## src/rtl/fsp_consts.svh

```systemverilog
// Constants for the flash self-program controller.
// Assumes a 100 MHz system clock and byte addresses on the register bus.
`ifndef FSP_CONSTS_SVH
`define FSP_CONSTS_SVH
`define FSP_CLK_PERIOD_NS 10
`define FSP_MIN_PROG_NS   3700000
`define FSP_MAX_PROG_NS   4500000
`define FSP_SPM_WINDOW    3'h4
`define FSP_OFF_CTRL      5'h00
`define FSP_OFF_PTR       5'h04
`define FSP_OFF_DATA      5'h08
`define FSP_OFF_EXEC      5'h0c
`define FSP_OFF_LOCK      5'h10
`define FSP_PAT_LOAD      7'h01
`define FSP_PAT_ERASE     7'h03
`define FSP_PAT_WRITE     7'h05
`define FSP_PAT_LOCK      7'h09
`define FSP_PAT_REEN      7'h11
`define FSP_BIT_SELF_PROG_ENABLE_BIT     0
`define FSP_BIT_BUSY      6
`define FSP_BIT_IE        7
`define FSP_WORD_MSB      6
`define FSP_PAGE_LSB      7
`define FSP_HALT_PAGE     9'h1c0
`define FSP_APP_VECTOR    15'h0000
`define FSP_BOOT_VECTOR   15'h3800
`define FSP_LOCK_RST      6'h3f
`define FSP_BUF_ERASED    16'hffff
`endif

```

## src/rtl/fsp_pkg.sv

```systemverilog
// Types for the flash self-program controller.
// Assumes the constants header is compiled alongside.
package fsp_pkg;
  typedef enum logic [2:0] {
    FSP_IDLE  = 3'b001,
    FSP_ARMED = 3'b010,
    FSP_BUSY  = 3'b100
  } fsp_state_t;
  typedef struct packed {
    logic       erase;
    logic       write;
    logic       lock;
    logic [8:0] page;
  } fsp_flash_cmd_t;
endpackage

```

## src/rtl/fsp_ctrl.sv

```systemverilog
// Flash self-program sequencer with an Avalon-MM register slave.
// Assumes fuse and EEPROM status arrive as asynchronous pins.
//
// Operation
// - Reset vector follows boot reset fuse.
// - Processor has no path to fuses.
// - Pointer splits into page and word fields.
// - Target page latched at operation start.
// - Lock setting ignores the pointer.
// - Pointer bit zero selects read byte.
// - Erase pattern plus store within four cycles.
// - Halting-region programming stalls the CPU.
// - Load pattern stores data word into buffer.
// - Buffer cleared on write, re-enable, reset.
// - EEPROM write discards loaded buffer data.
// - Write pattern plus store starts page write.
// - Interrupt level while enable bit clear.
// - Busy flag set during erase or write.
// - Lock pattern programs zero bits of data.
// - Lock programming blocks no reads.
// - EEPROM write blocks programming and lock reads.
// - Enable bit auto-clears without store command.
// - Each erase, write or lock timed at least 3.7 ms.
//
// Implementation choices: the Avalon-MM slave port and the register offsets.
`timescale 1ns/100ps
`include "fsp_consts.svh"
module fsp_ctrl #(
  parameter int OP_CYCLES =
    (`FSP_MIN_PROG_NS + `FSP_CLK_PERIOD_NS - 1) / `FSP_CLK_PERIOD_NS
) (
  // Clock and reset.
  input  wire logic                  clk_sys,
  input  wire logic                  sys_rst,
  // Avalon-MM register slave.
  input  wire logic [4:0]            avs_address,
  input  wire logic                  avs_read,
  input  wire logic                  avs_write,
  input  wire logic [31:0]           avs_writedata,
  output logic      [31:0]           avs_readdata,
  output logic                       avs_waitrequest,
  // Asynchronous status pins.
  input  wire logic                  boot_reset_fuse,
  input  wire logic                  eeprom_write_active_flag,
  // Core side.
  output logic      [14:0]           reset_vector,
  output logic                       cpu_stall,
  output logic                       rww_read_block,
  output logic                       spm_irq,
  output logic      [14:0]           prog_rd_word,
  output logic                       prog_rd_byte_sel,
  // Flash array side.
  output fsp_pkg::fsp_flash_cmd_t    flash_cmd,
  input  wire logic [5:0]            flash_buf_idx,
  output logic      [15:0]           flash_buf_data,
  output logic      [5:0]            lock_bits
);
  localparam logic [18:0] OP_LAST = 19'(OP_CYCLES - 1);

  fsp_pkg::fsp_state_t state_reg;
  logic [1:0]  fuse_sync_reg;
  logic [1:0]  ee_sync_reg;
  logic        bus_ack_reg;
  logic [6:0]  cmd_reg;
  logic        ie_reg;
  logic        busy_flag_reg;
  logic [15:0] ptr_reg;
  logic [15:0] data_reg;
  logic [2:0]  win_reg;
  logic [18:0] timer_reg;
  logic [63:0] buf_valid_reg;
  logic [15:0] buf_mem [0:63];
  logic [8:0]  page_lat_reg;
  logic        wr_acc;
  logic        rd_acc;
  logic        exec_hit;
  logic        ee_active;

  // Page field of a pointer value.
  function automatic logic [8:0] page_of(input logic [15:0] p);
    page_of = p[15:`FSP_PAGE_LSB];
  endfunction

  // Word-in-page field of a pointer value.
  function automatic logic [5:0] word_of(input logic [15:0] p);
    word_of = p[`FSP_WORD_MSB:1];
  endfunction

  // Write access takes effect on the cycle the wait is released.
  assign avs_waitrequest = (avs_read | avs_write) & ~bus_ack_reg;
  assign wr_acc    = avs_write & bus_ack_reg;
  // Read data is captured in the wait cycle, so it stands at release.
  assign rd_acc    = avs_read & ~bus_ack_reg;
  assign ee_active = ee_sync_reg[1];
  assign exec_hit  = wr_acc && avs_address == `FSP_OFF_EXEC &&
                     state_reg == fsp_pkg::FSP_ARMED && !ee_active;

  always_ff @(posedge clk_sys) begin
    if (sys_rst) begin
      bus_ack_reg <= 1'b0;
    end else begin
      bus_ack_reg <= (avs_read | avs_write) & ~bus_ack_reg;
    end
  end

  // Two-stage synchronisers for the pins.
  always_ff @(posedge clk_sys) begin
    if (sys_rst) begin
      fuse_sync_reg <= 2'h3;
      ee_sync_reg   <= 2'h0;
    end else begin
      fuse_sync_reg <= {fuse_sync_reg[0], boot_reset_fuse};
      ee_sync_reg   <= {ee_sync_reg[0], eeprom_write_active_flag};
    end
  end

  // Fuse is read only; nothing here can change it.
  always_ff @(posedge clk_sys) begin
    if (sys_rst) begin
      reset_vector <= `FSP_APP_VECTOR;
    end else begin
      reset_vector <= fuse_sync_reg[1] ? `FSP_APP_VECTOR
                                       : `FSP_BOOT_VECTOR;
    end
  end

  // Pointer and data word registers.
  always_ff @(posedge clk_sys) begin
    if (sys_rst) begin
      ptr_reg  <= 16'h0000;
      data_reg <= 16'h0000;
    end else if (wr_acc) begin
      if (avs_address == `FSP_OFF_PTR) begin
        ptr_reg <= avs_writedata[15:0];
      end
      if (avs_address == `FSP_OFF_DATA) begin
        data_reg <= avs_writedata[15:0];
      end
    end
  end

  // Byte reads address flash byte by byte.
  always_ff @(posedge clk_sys) begin
    if (sys_rst) begin
      prog_rd_word     <= 15'h0000;
      prog_rd_byte_sel <= 1'b0;
    end else begin
      prog_rd_word     <= ptr_reg[15:1];
      prog_rd_byte_sel <= ptr_reg[0];
    end
  end

  always_ff @(posedge clk_sys) begin
    if (sys_rst) begin
      ie_reg <= 1'b0;
    end else if (wr_acc && avs_address == `FSP_OFF_CTRL) begin
      ie_reg <= avs_writedata[`FSP_BIT_IE];
    end
  end

  // Command sequencer.
  always_ff @(posedge clk_sys) begin
    if (sys_rst) begin
      state_reg    <= fsp_pkg::FSP_IDLE;
      cmd_reg      <= 7'h00;
      win_reg      <= 3'h0;
      timer_reg    <= 19'h00000;
      page_lat_reg <= 9'h000;
    end else begin
      case (state_reg)
        fsp_pkg::FSP_IDLE: begin
          if (wr_acc && avs_address == `FSP_OFF_CTRL && !ee_active &&
              avs_writedata[`FSP_BIT_SELF_PROG_ENABLE_BIT]) begin
            state_reg <= fsp_pkg::FSP_ARMED;
            cmd_reg   <= avs_writedata[6:0];
            win_reg   <= `FSP_SPM_WINDOW;
          end
        end
        fsp_pkg::FSP_ARMED: begin
          win_reg <= win_reg - 3'h1;
          if (exec_hit) begin
            if (cmd_reg == `FSP_PAT_ERASE || cmd_reg == `FSP_PAT_WRITE ||
                cmd_reg == `FSP_PAT_LOCK) begin
              state_reg    <= fsp_pkg::FSP_BUSY;
              timer_reg    <= OP_LAST;
              page_lat_reg <= page_of(ptr_reg);
            end else begin
              state_reg <= fsp_pkg::FSP_IDLE;
              cmd_reg   <= 7'h00;
            end
          end else if (win_reg == 3'h1 || ee_active) begin
            state_reg <= fsp_pkg::FSP_IDLE;
            cmd_reg   <= 7'h00;
          end
        end
        fsp_pkg::FSP_BUSY: begin
          timer_reg <= timer_reg - 19'h00001;
          if (timer_reg == 19'h00000) begin
            state_reg <= fsp_pkg::FSP_IDLE;
            cmd_reg   <= 7'h00;
          end
        end
        default: begin
          state_reg <= fsp_pkg::FSP_IDLE;
        end
      endcase
    end
  end

  // Flash command pulse; the page field is registered from the pointer every cycle.
  always_ff @(posedge clk_sys) begin
    if (sys_rst) begin
      flash_cmd <= '0;
    end else begin
      flash_cmd.erase <= exec_hit && cmd_reg == `FSP_PAT_ERASE;
      flash_cmd.write <= exec_hit && cmd_reg == `FSP_PAT_WRITE;
      flash_cmd.lock  <= exec_hit && cmd_reg == `FSP_PAT_LOCK;
      flash_cmd.page  <= page_of(ptr_reg);
    end
  end

  // Lock bits take only the data word, never the pointer.
  always_ff @(posedge clk_sys) begin
    if (sys_rst) begin
      lock_bits <= `FSP_LOCK_RST;
    end else if (exec_hit && cmd_reg == `FSP_PAT_LOCK) begin
      lock_bits <= lock_bits & data_reg[5:0];
    end
  end

  // Busy flag: set by erase or write, cleared only by re-enable or reset.
  always_ff @(posedge clk_sys) begin
    if (sys_rst) begin
      busy_flag_reg <= 1'b0;
    end else if (exec_hit && (cmd_reg == `FSP_PAT_ERASE ||
                              cmd_reg == `FSP_PAT_WRITE)) begin
      busy_flag_reg <= 1'b1;
    end else if (exec_hit && cmd_reg == `FSP_PAT_REEN) begin
      busy_flag_reg <= 1'b0;
    end
  end

  // Temporary page buffer.
  always_ff @(posedge clk_sys) begin
    if (exec_hit && cmd_reg == `FSP_PAT_LOAD) begin
      buf_mem[word_of(ptr_reg)] <= data_reg;
    end
  end

  always_ff @(posedge clk_sys) begin
    if (sys_rst || ee_active) begin
      buf_valid_reg <= 64'h0;
    end else if (exec_hit && cmd_reg == `FSP_PAT_REEN) begin
      buf_valid_reg <= 64'h0;
    end else if (state_reg == fsp_pkg::FSP_BUSY &&
                 timer_reg == 19'h00000 && cmd_reg == `FSP_PAT_WRITE) begin
      buf_valid_reg <= 64'h0;
    end else if (exec_hit && cmd_reg == `FSP_PAT_LOAD) begin
      buf_valid_reg[word_of(ptr_reg)] <= 1'b1;
    end
  end

  always_ff @(posedge clk_sys) begin
    if (sys_rst) begin
      flash_buf_data <= `FSP_BUF_ERASED;
    end else begin
      flash_buf_data <= buf_valid_reg[flash_buf_idx] ?
                        buf_mem[flash_buf_idx] : `FSP_BUF_ERASED;
    end
  end

  // Halting-region programming stalls; lock programming never does.
  assign cpu_stall = state_reg == fsp_pkg::FSP_BUSY &&
                     cmd_reg != `FSP_PAT_LOCK &&
                     page_lat_reg >= `FSP_HALT_PAGE;
  assign rww_read_block = busy_flag_reg;
  assign spm_irq = ie_reg && state_reg == fsp_pkg::FSP_IDLE;

  // Register read port.
  always_ff @(posedge clk_sys) begin
    if (sys_rst) begin
      avs_readdata <= 32'h0;
    end else if (rd_acc) begin
      case (avs_address)
        `FSP_OFF_CTRL: avs_readdata <= {24'h0, ie_reg, busy_flag_reg,
                                        cmd_reg[5:1],
                                        state_reg != fsp_pkg::FSP_IDLE};
        `FSP_OFF_PTR:  avs_readdata <= {16'h0, ptr_reg};
        `FSP_OFF_DATA: avs_readdata <= {16'h0, data_reg};
        `FSP_OFF_LOCK: avs_readdata <= ee_active ? 32'h0 :
                                       {26'h0, lock_bits};
        default:       avs_readdata <= 32'h0;
      endcase
    end
  end

  arm_timeout_a: assert property (@(posedge clk_sys) disable iff (sys_rst)
    state_reg == fsp_pkg::FSP_ARMED && win_reg == 3'h1 && !exec_hit
    |=> state_reg == fsp_pkg::FSP_IDLE)
    else $error("enable bit did not auto-clear");
  page_latch_a: assert property (@(posedge clk_sys) disable iff (sys_rst)
    state_reg == fsp_pkg::FSP_BUSY && $past(state_reg) ==
    fsp_pkg::FSP_BUSY |-> $stable(page_lat_reg))
    else $error("latched page moved during operation");
  erase_busy_a: assert property (@(posedge clk_sys) disable iff (sys_rst)
    exec_hit && cmd_reg == `FSP_PAT_ERASE
    |=> busy_flag_reg && flash_cmd.erase &&
        state_reg == fsp_pkg::FSP_BUSY)
    else $error("erase did not start");
  irq_level_a: assert property (@(posedge clk_sys) disable iff (sys_rst)
    state_reg == fsp_pkg::FSP_BUSY && timer_reg == 19'h00000 && ie_reg &&
    !(wr_acc && avs_address == `FSP_OFF_CTRL)
    |=> spm_irq)
    else $error("interrupt level wrong");
  buf_clear_a: assert property (@(posedge clk_sys) disable iff (sys_rst)
    exec_hit && cmd_reg == `FSP_PAT_REEN
    |=> buf_valid_reg == 64'h0 && !busy_flag_reg)
    else $error("re-enable did not clear buffer");
  ee_block_a: assert property (@(posedge clk_sys) disable iff (sys_rst)
    ee_active && state_reg == fsp_pkg::FSP_IDLE
    |=> state_reg == fsp_pkg::FSP_IDLE)
    else $error("programming armed during EEPROM write");
  lock_nostall_a: assert property (@(posedge clk_sys) disable iff (sys_rst)
    state_reg == fsp_pkg::FSP_BUSY && cmd_reg == `FSP_PAT_LOCK
    |-> !cpu_stall && !rww_read_block)
    else $error("lock programming blocked reads");
  op_length_a: assert property (@(posedge clk_sys) disable iff (sys_rst)
    $rose(state_reg == fsp_pkg::FSP_BUSY) |-> timer_reg == OP_LAST
    ##1 state_reg == fsp_pkg::FSP_BUSY)
    else $error("operation time wrong");
  load_store_a: assert property (@(posedge clk_sys) disable iff (sys_rst)
    exec_hit && cmd_reg == `FSP_PAT_LOAD
    |=> buf_valid_reg[$past(ptr_reg[6:1])] &&
        state_reg == fsp_pkg::FSP_IDLE)
    else $error("page load not stored");
  boot_vec_a: assert property (@(posedge clk_sys) disable iff (sys_rst)
    !fuse_sync_reg[1] |=> reset_vector == `FSP_BOOT_VECTOR)
    else $error("reset vector does not follow fuse");
endmodule

```

## config.mk

```make
export PLATFORM = sky130hd
export DESIGN_NAME = fsp_ctrl
export DESIGN_NICKNAME = d
export VERILOG_FILES = /design/src/rtl/fsp_pkg.sv /design/src/rtl/fsp_ctrl.sv
export VERILOG_INCLUDE_DIRS = /design/src /design/src/rtl
export SDC_FILE = /design/constraint.sdc
export NUM_CORES = 1
export LEC_CHECK = 0
export ABC_AREA = 1
export BUFFER_PORTS_ARGS = -buffer_cell sky130_fd_sc_hd__buf_2
export CAP_MARGIN = 20
export CORE_ASPECT_RATIO = 0.9
export CORE_UTILIZATION = 35
export CTS_BUF_LIST = sky130_fd_sc_hd__clkbuf_4 sky130_fd_sc_hd__clkbuf_8
export CTS_CLUSTER_DIAMETER = 60
export DETAILED_ROUTE_END_ITERATION = 8
export PLACE_DENSITY = 0.58
export RECOVER_POWER = 100
export SLEW_MARGIN = 20
export SYNTH_ARGS = -nofsm -noshare
export SYNTH_HDL_FRONTEND = slang
export SYNTH_SLANG_ARGS = --single-unit
```

## constraint.sdc

```tcl
create_clock -name clk_sys -period 2.5 [get_ports clk_sys]
set_input_delay 0 -clock clk_sys [delete_from_list [all_inputs] [get_ports clk_sys]]
set_output_delay 0 -clock clk_sys [all_outputs]
set_load 0.005 [all_outputs]
```

==> metrics.txt <==
synthesized instance count 4735; Post-DRT Antenna Nets 0; met3 usage 0.03798; Worst-Skew Late Latency around 900 ps; mux share of post-synthesis cell area 0; Die Ht 360.7 microns; fin cells roughly 7100; hpwl dp 88660 microns; Die X-Extent approximately 400 microns; DR vias 35920; GR Util met1 0.2743; vias in the first global route 33970; largest family of logic cells by synthesized area simple AND/OR/NAND/NOR gates; syn_area_per_cell 10.56 sq um; Yosys reg bits 1220; Initial Util 0.3528; worst hold-check path type primary input to register; Tot Pwr 44130 uW; post-synthesis adder-cell area fraction 0.001000; core area approximately 140000 sq um; DRC violations left 0; Tmin final 2464 ps; post-synthesis xor/xnor area fraction 0.0003502; Final #Nets 5096; Req. time, crit path 3250 ps; hold_ws 58.85 ps; Die Area 144400 sq um; Pins Over Slew Limit 447; Area after DPL 54170 sq um; CP Max Fanout 7; Synth Area in Simple Gates 0.2382; First DRT Iteration DRCs 3753; worst setup path class primary input to register; Synth Area in Compound Gates 0.02584; maximum root-to-sink buffer count 3; status finished, violations left; synth unique cells 37; Via density 5.069; post-synthesis sequential area ratio 0.6931; max FFs per register 1024; CTS tree done; Fin. Hold Viols 0; Final Setup Violations 0; CTS clock-pin slew for the worst setup and hold paths ~60 ps; # rows ~130; # Max-Cap Violations 10; Worst slew margin -0.4197; Routed WL 147900 microns; H-tree Lvls 4; number of I/O pins 150; area of the mapped netlist around 50000 sq um; Clock Skew 49.89 ps; startpoint types primary input; Overflow after GRT 0; layout cells sized above 1 0.1326; drt pass-1 iters 5; CP Capture Type register; violated checks capacitance limit, slew limit; Wirelength per Cell 20.87 microns; synth warn 0; Worst EP arrival 3220 ps; first-pass GRT wire length 217800 microns; maximum VDD drop 0.0005718 V; RSZ-0062 raised after global routing true; Placed Cells 6630; Final period util 0.9856; largest net degree at the start of global routing 105; GP Congestion 0.8915; initial antenna violation count 4; input/output buffers 105; CTS Root Cell clkbuf_8; final core utilization 0.4162; GRT Overall Usage 0.2002; Final Instance Area 59010 sq um; PD cells between 700 and 800 nW/um^2; CTS sink cnt 1220; grt met2 use 0.3175; Tightest Pin Transition 2130 ps; fmax 405.9 MHz; TritonCTS buffer count 200; P_leak 0.02298 uW; Area growth, synth to finish 17.95%; gr busiest metal met2
-- placed cells by master (no fill, tap or decap), types with 3 or more instances in the layout --
master	n
clkbuf_2	19
clkinv_1	35
nand3_1	969
diode_2	5
bufinv_16	9
nor3_1	9
nand2_1	1640
a21oi_1	79
o21bai_1	66
inv_8	5
o22ai_1	19
ha_1	4
conb_1	28
or2_2	5
clkinv_2	32
buf_6	4
edfxtp_1	1024
clkinvlp_4	7
dlygate4sd3_1	67
clkbuf_8	229
nand4_1	3
buf_12	66
o21ai_0	50
nor2_1	146
inv_1	145
buf_4	127
nor2_2	16
clkbuf_4	63
nand2_2	13
dfxtp_1	196
buf_2	78
nand3b_1	4
clkbuf_1	32
-- synth_stat cells (all sizes together) --
cell | number | area, sq um
nor2 | 162 | 610.6
o211ai | 1 | 7.510
a211oi | 1 | 7.510
nand4 | 3 | 18.77
o2111ai | 1 | 8.760
o21ai | 50 | 250.2
nand2 | 1653 | 6232
and2 | 1 | 6.260
inv | 152 | 570.6
nor3b | 3 | 33.78
nand3 | 972 | 4882
nor3 | 11 | 65.06
clkbuf | 122 | 457.9
o221ai | 1 | 8.760
or2 | 5 | 31.28
nand3b | 4 | 30.03
and3 | 1 | 6.260
ha | 4 | 50.05
a21oi | 79 | 395.4
xor2 | 2 | 17.52
edfxtp | 1024 | 30750
clkinv | 3 | 11.26
o21bai | 66 | 495.5
o22ai | 19 | 118.9
buf | 198 | 1031
conb | 1 | 3.750
dfxtp | 196 | 3924
-- cells by family after synthesis --
logic type / Yosys count
fa+ha+maj: 4
buf+inv: 475
xor+xnor: 2
compound gates: 218
other cells: 1
flops: 1220
simple gates: 2815
-- final cells by class --
| cell class | instances | area [sq um] |
|---|---|---|
| diodes | 5 | 12.51 |
| clock buffers | 292 | 3625 |
| clock inverters | 86 | 680.7 |
| fillers | 13530 | 82770 |
| inverters | 155 | 606.8 |
| multi-input cells | 3067 | 13430 |
| flip-flops and latches | 1220 | 34670 |
| well taps | 1862 | 2330 |
| repair buffers | 397 | 3633 |
| repair inverters | 2 | 10.01 |
-- metal layers --
layer	vias to the layer above	routed length, microns	share of wire
met3	271	11510	0.078
met4	4	4588	0.031
li1	16840	-	-
met2	1435	67930	0.46
met5	-	23	0.00016
met1	17370	63800	0.43
-- metrics by stage --
step,worst slack [ps],setup TNS [ps]
6_report,36.09,0
5_1_grt,-25.20,-523.7
3_3_place_gp,-82.36,-8173
2_1_floorplan,67.45,0
4_1_cts,7.968,0
3_5_place_dp,-57.85,-4673
-- where the power goes --
part / internal, uW / switching [uW] / leakage [uW]
registers: 21900 / 128 / 0.0117
clock network: 10300 / 8140 / 0.00228
logic: 1150 / 2520 / 0.00902
total: 33300 / 10800 / 0.0230
-- timing repair --
action | 4_1_cts | 5_1_grt
hold buffers | 67 | 0
endpoints found under the setup margin | 453 | 642
endpoints found under the hold margin | 196 | 0
gates cloned | 0 | 2
gates resized for setup | 3 | 21
setup buffers | 0 | 4
pin swaps | 0 | 1
-- critical path, cell delays in order --
cell and delay [ps]:
dlygate4sd3_1 530, buf_1 100, nor2_2 110, dlygate4sd3_1 630, buf_4 170, nand3_1 80
nor2_1 430, clkinvlp_4 350, o21ai_0 210, dlygate4sd3_1 570, a21oi_1 40
-- path summary, 6_finish.rpt --
kind         depth (start not counted)  slack, ps             start               end
max reg2reg                          1         50      data_reg[14]   buf_mem[30][14]
min                                  6         60  avs_writedata[2]        cmd_reg[2]
min reg2reg                          1        390  fuse_sync_reg[1]  reset_vector[12]
max                                 11         40    avs_address[0]        ptr_reg[8]
No activity file was read; power rests on OpenSTA's default activity.
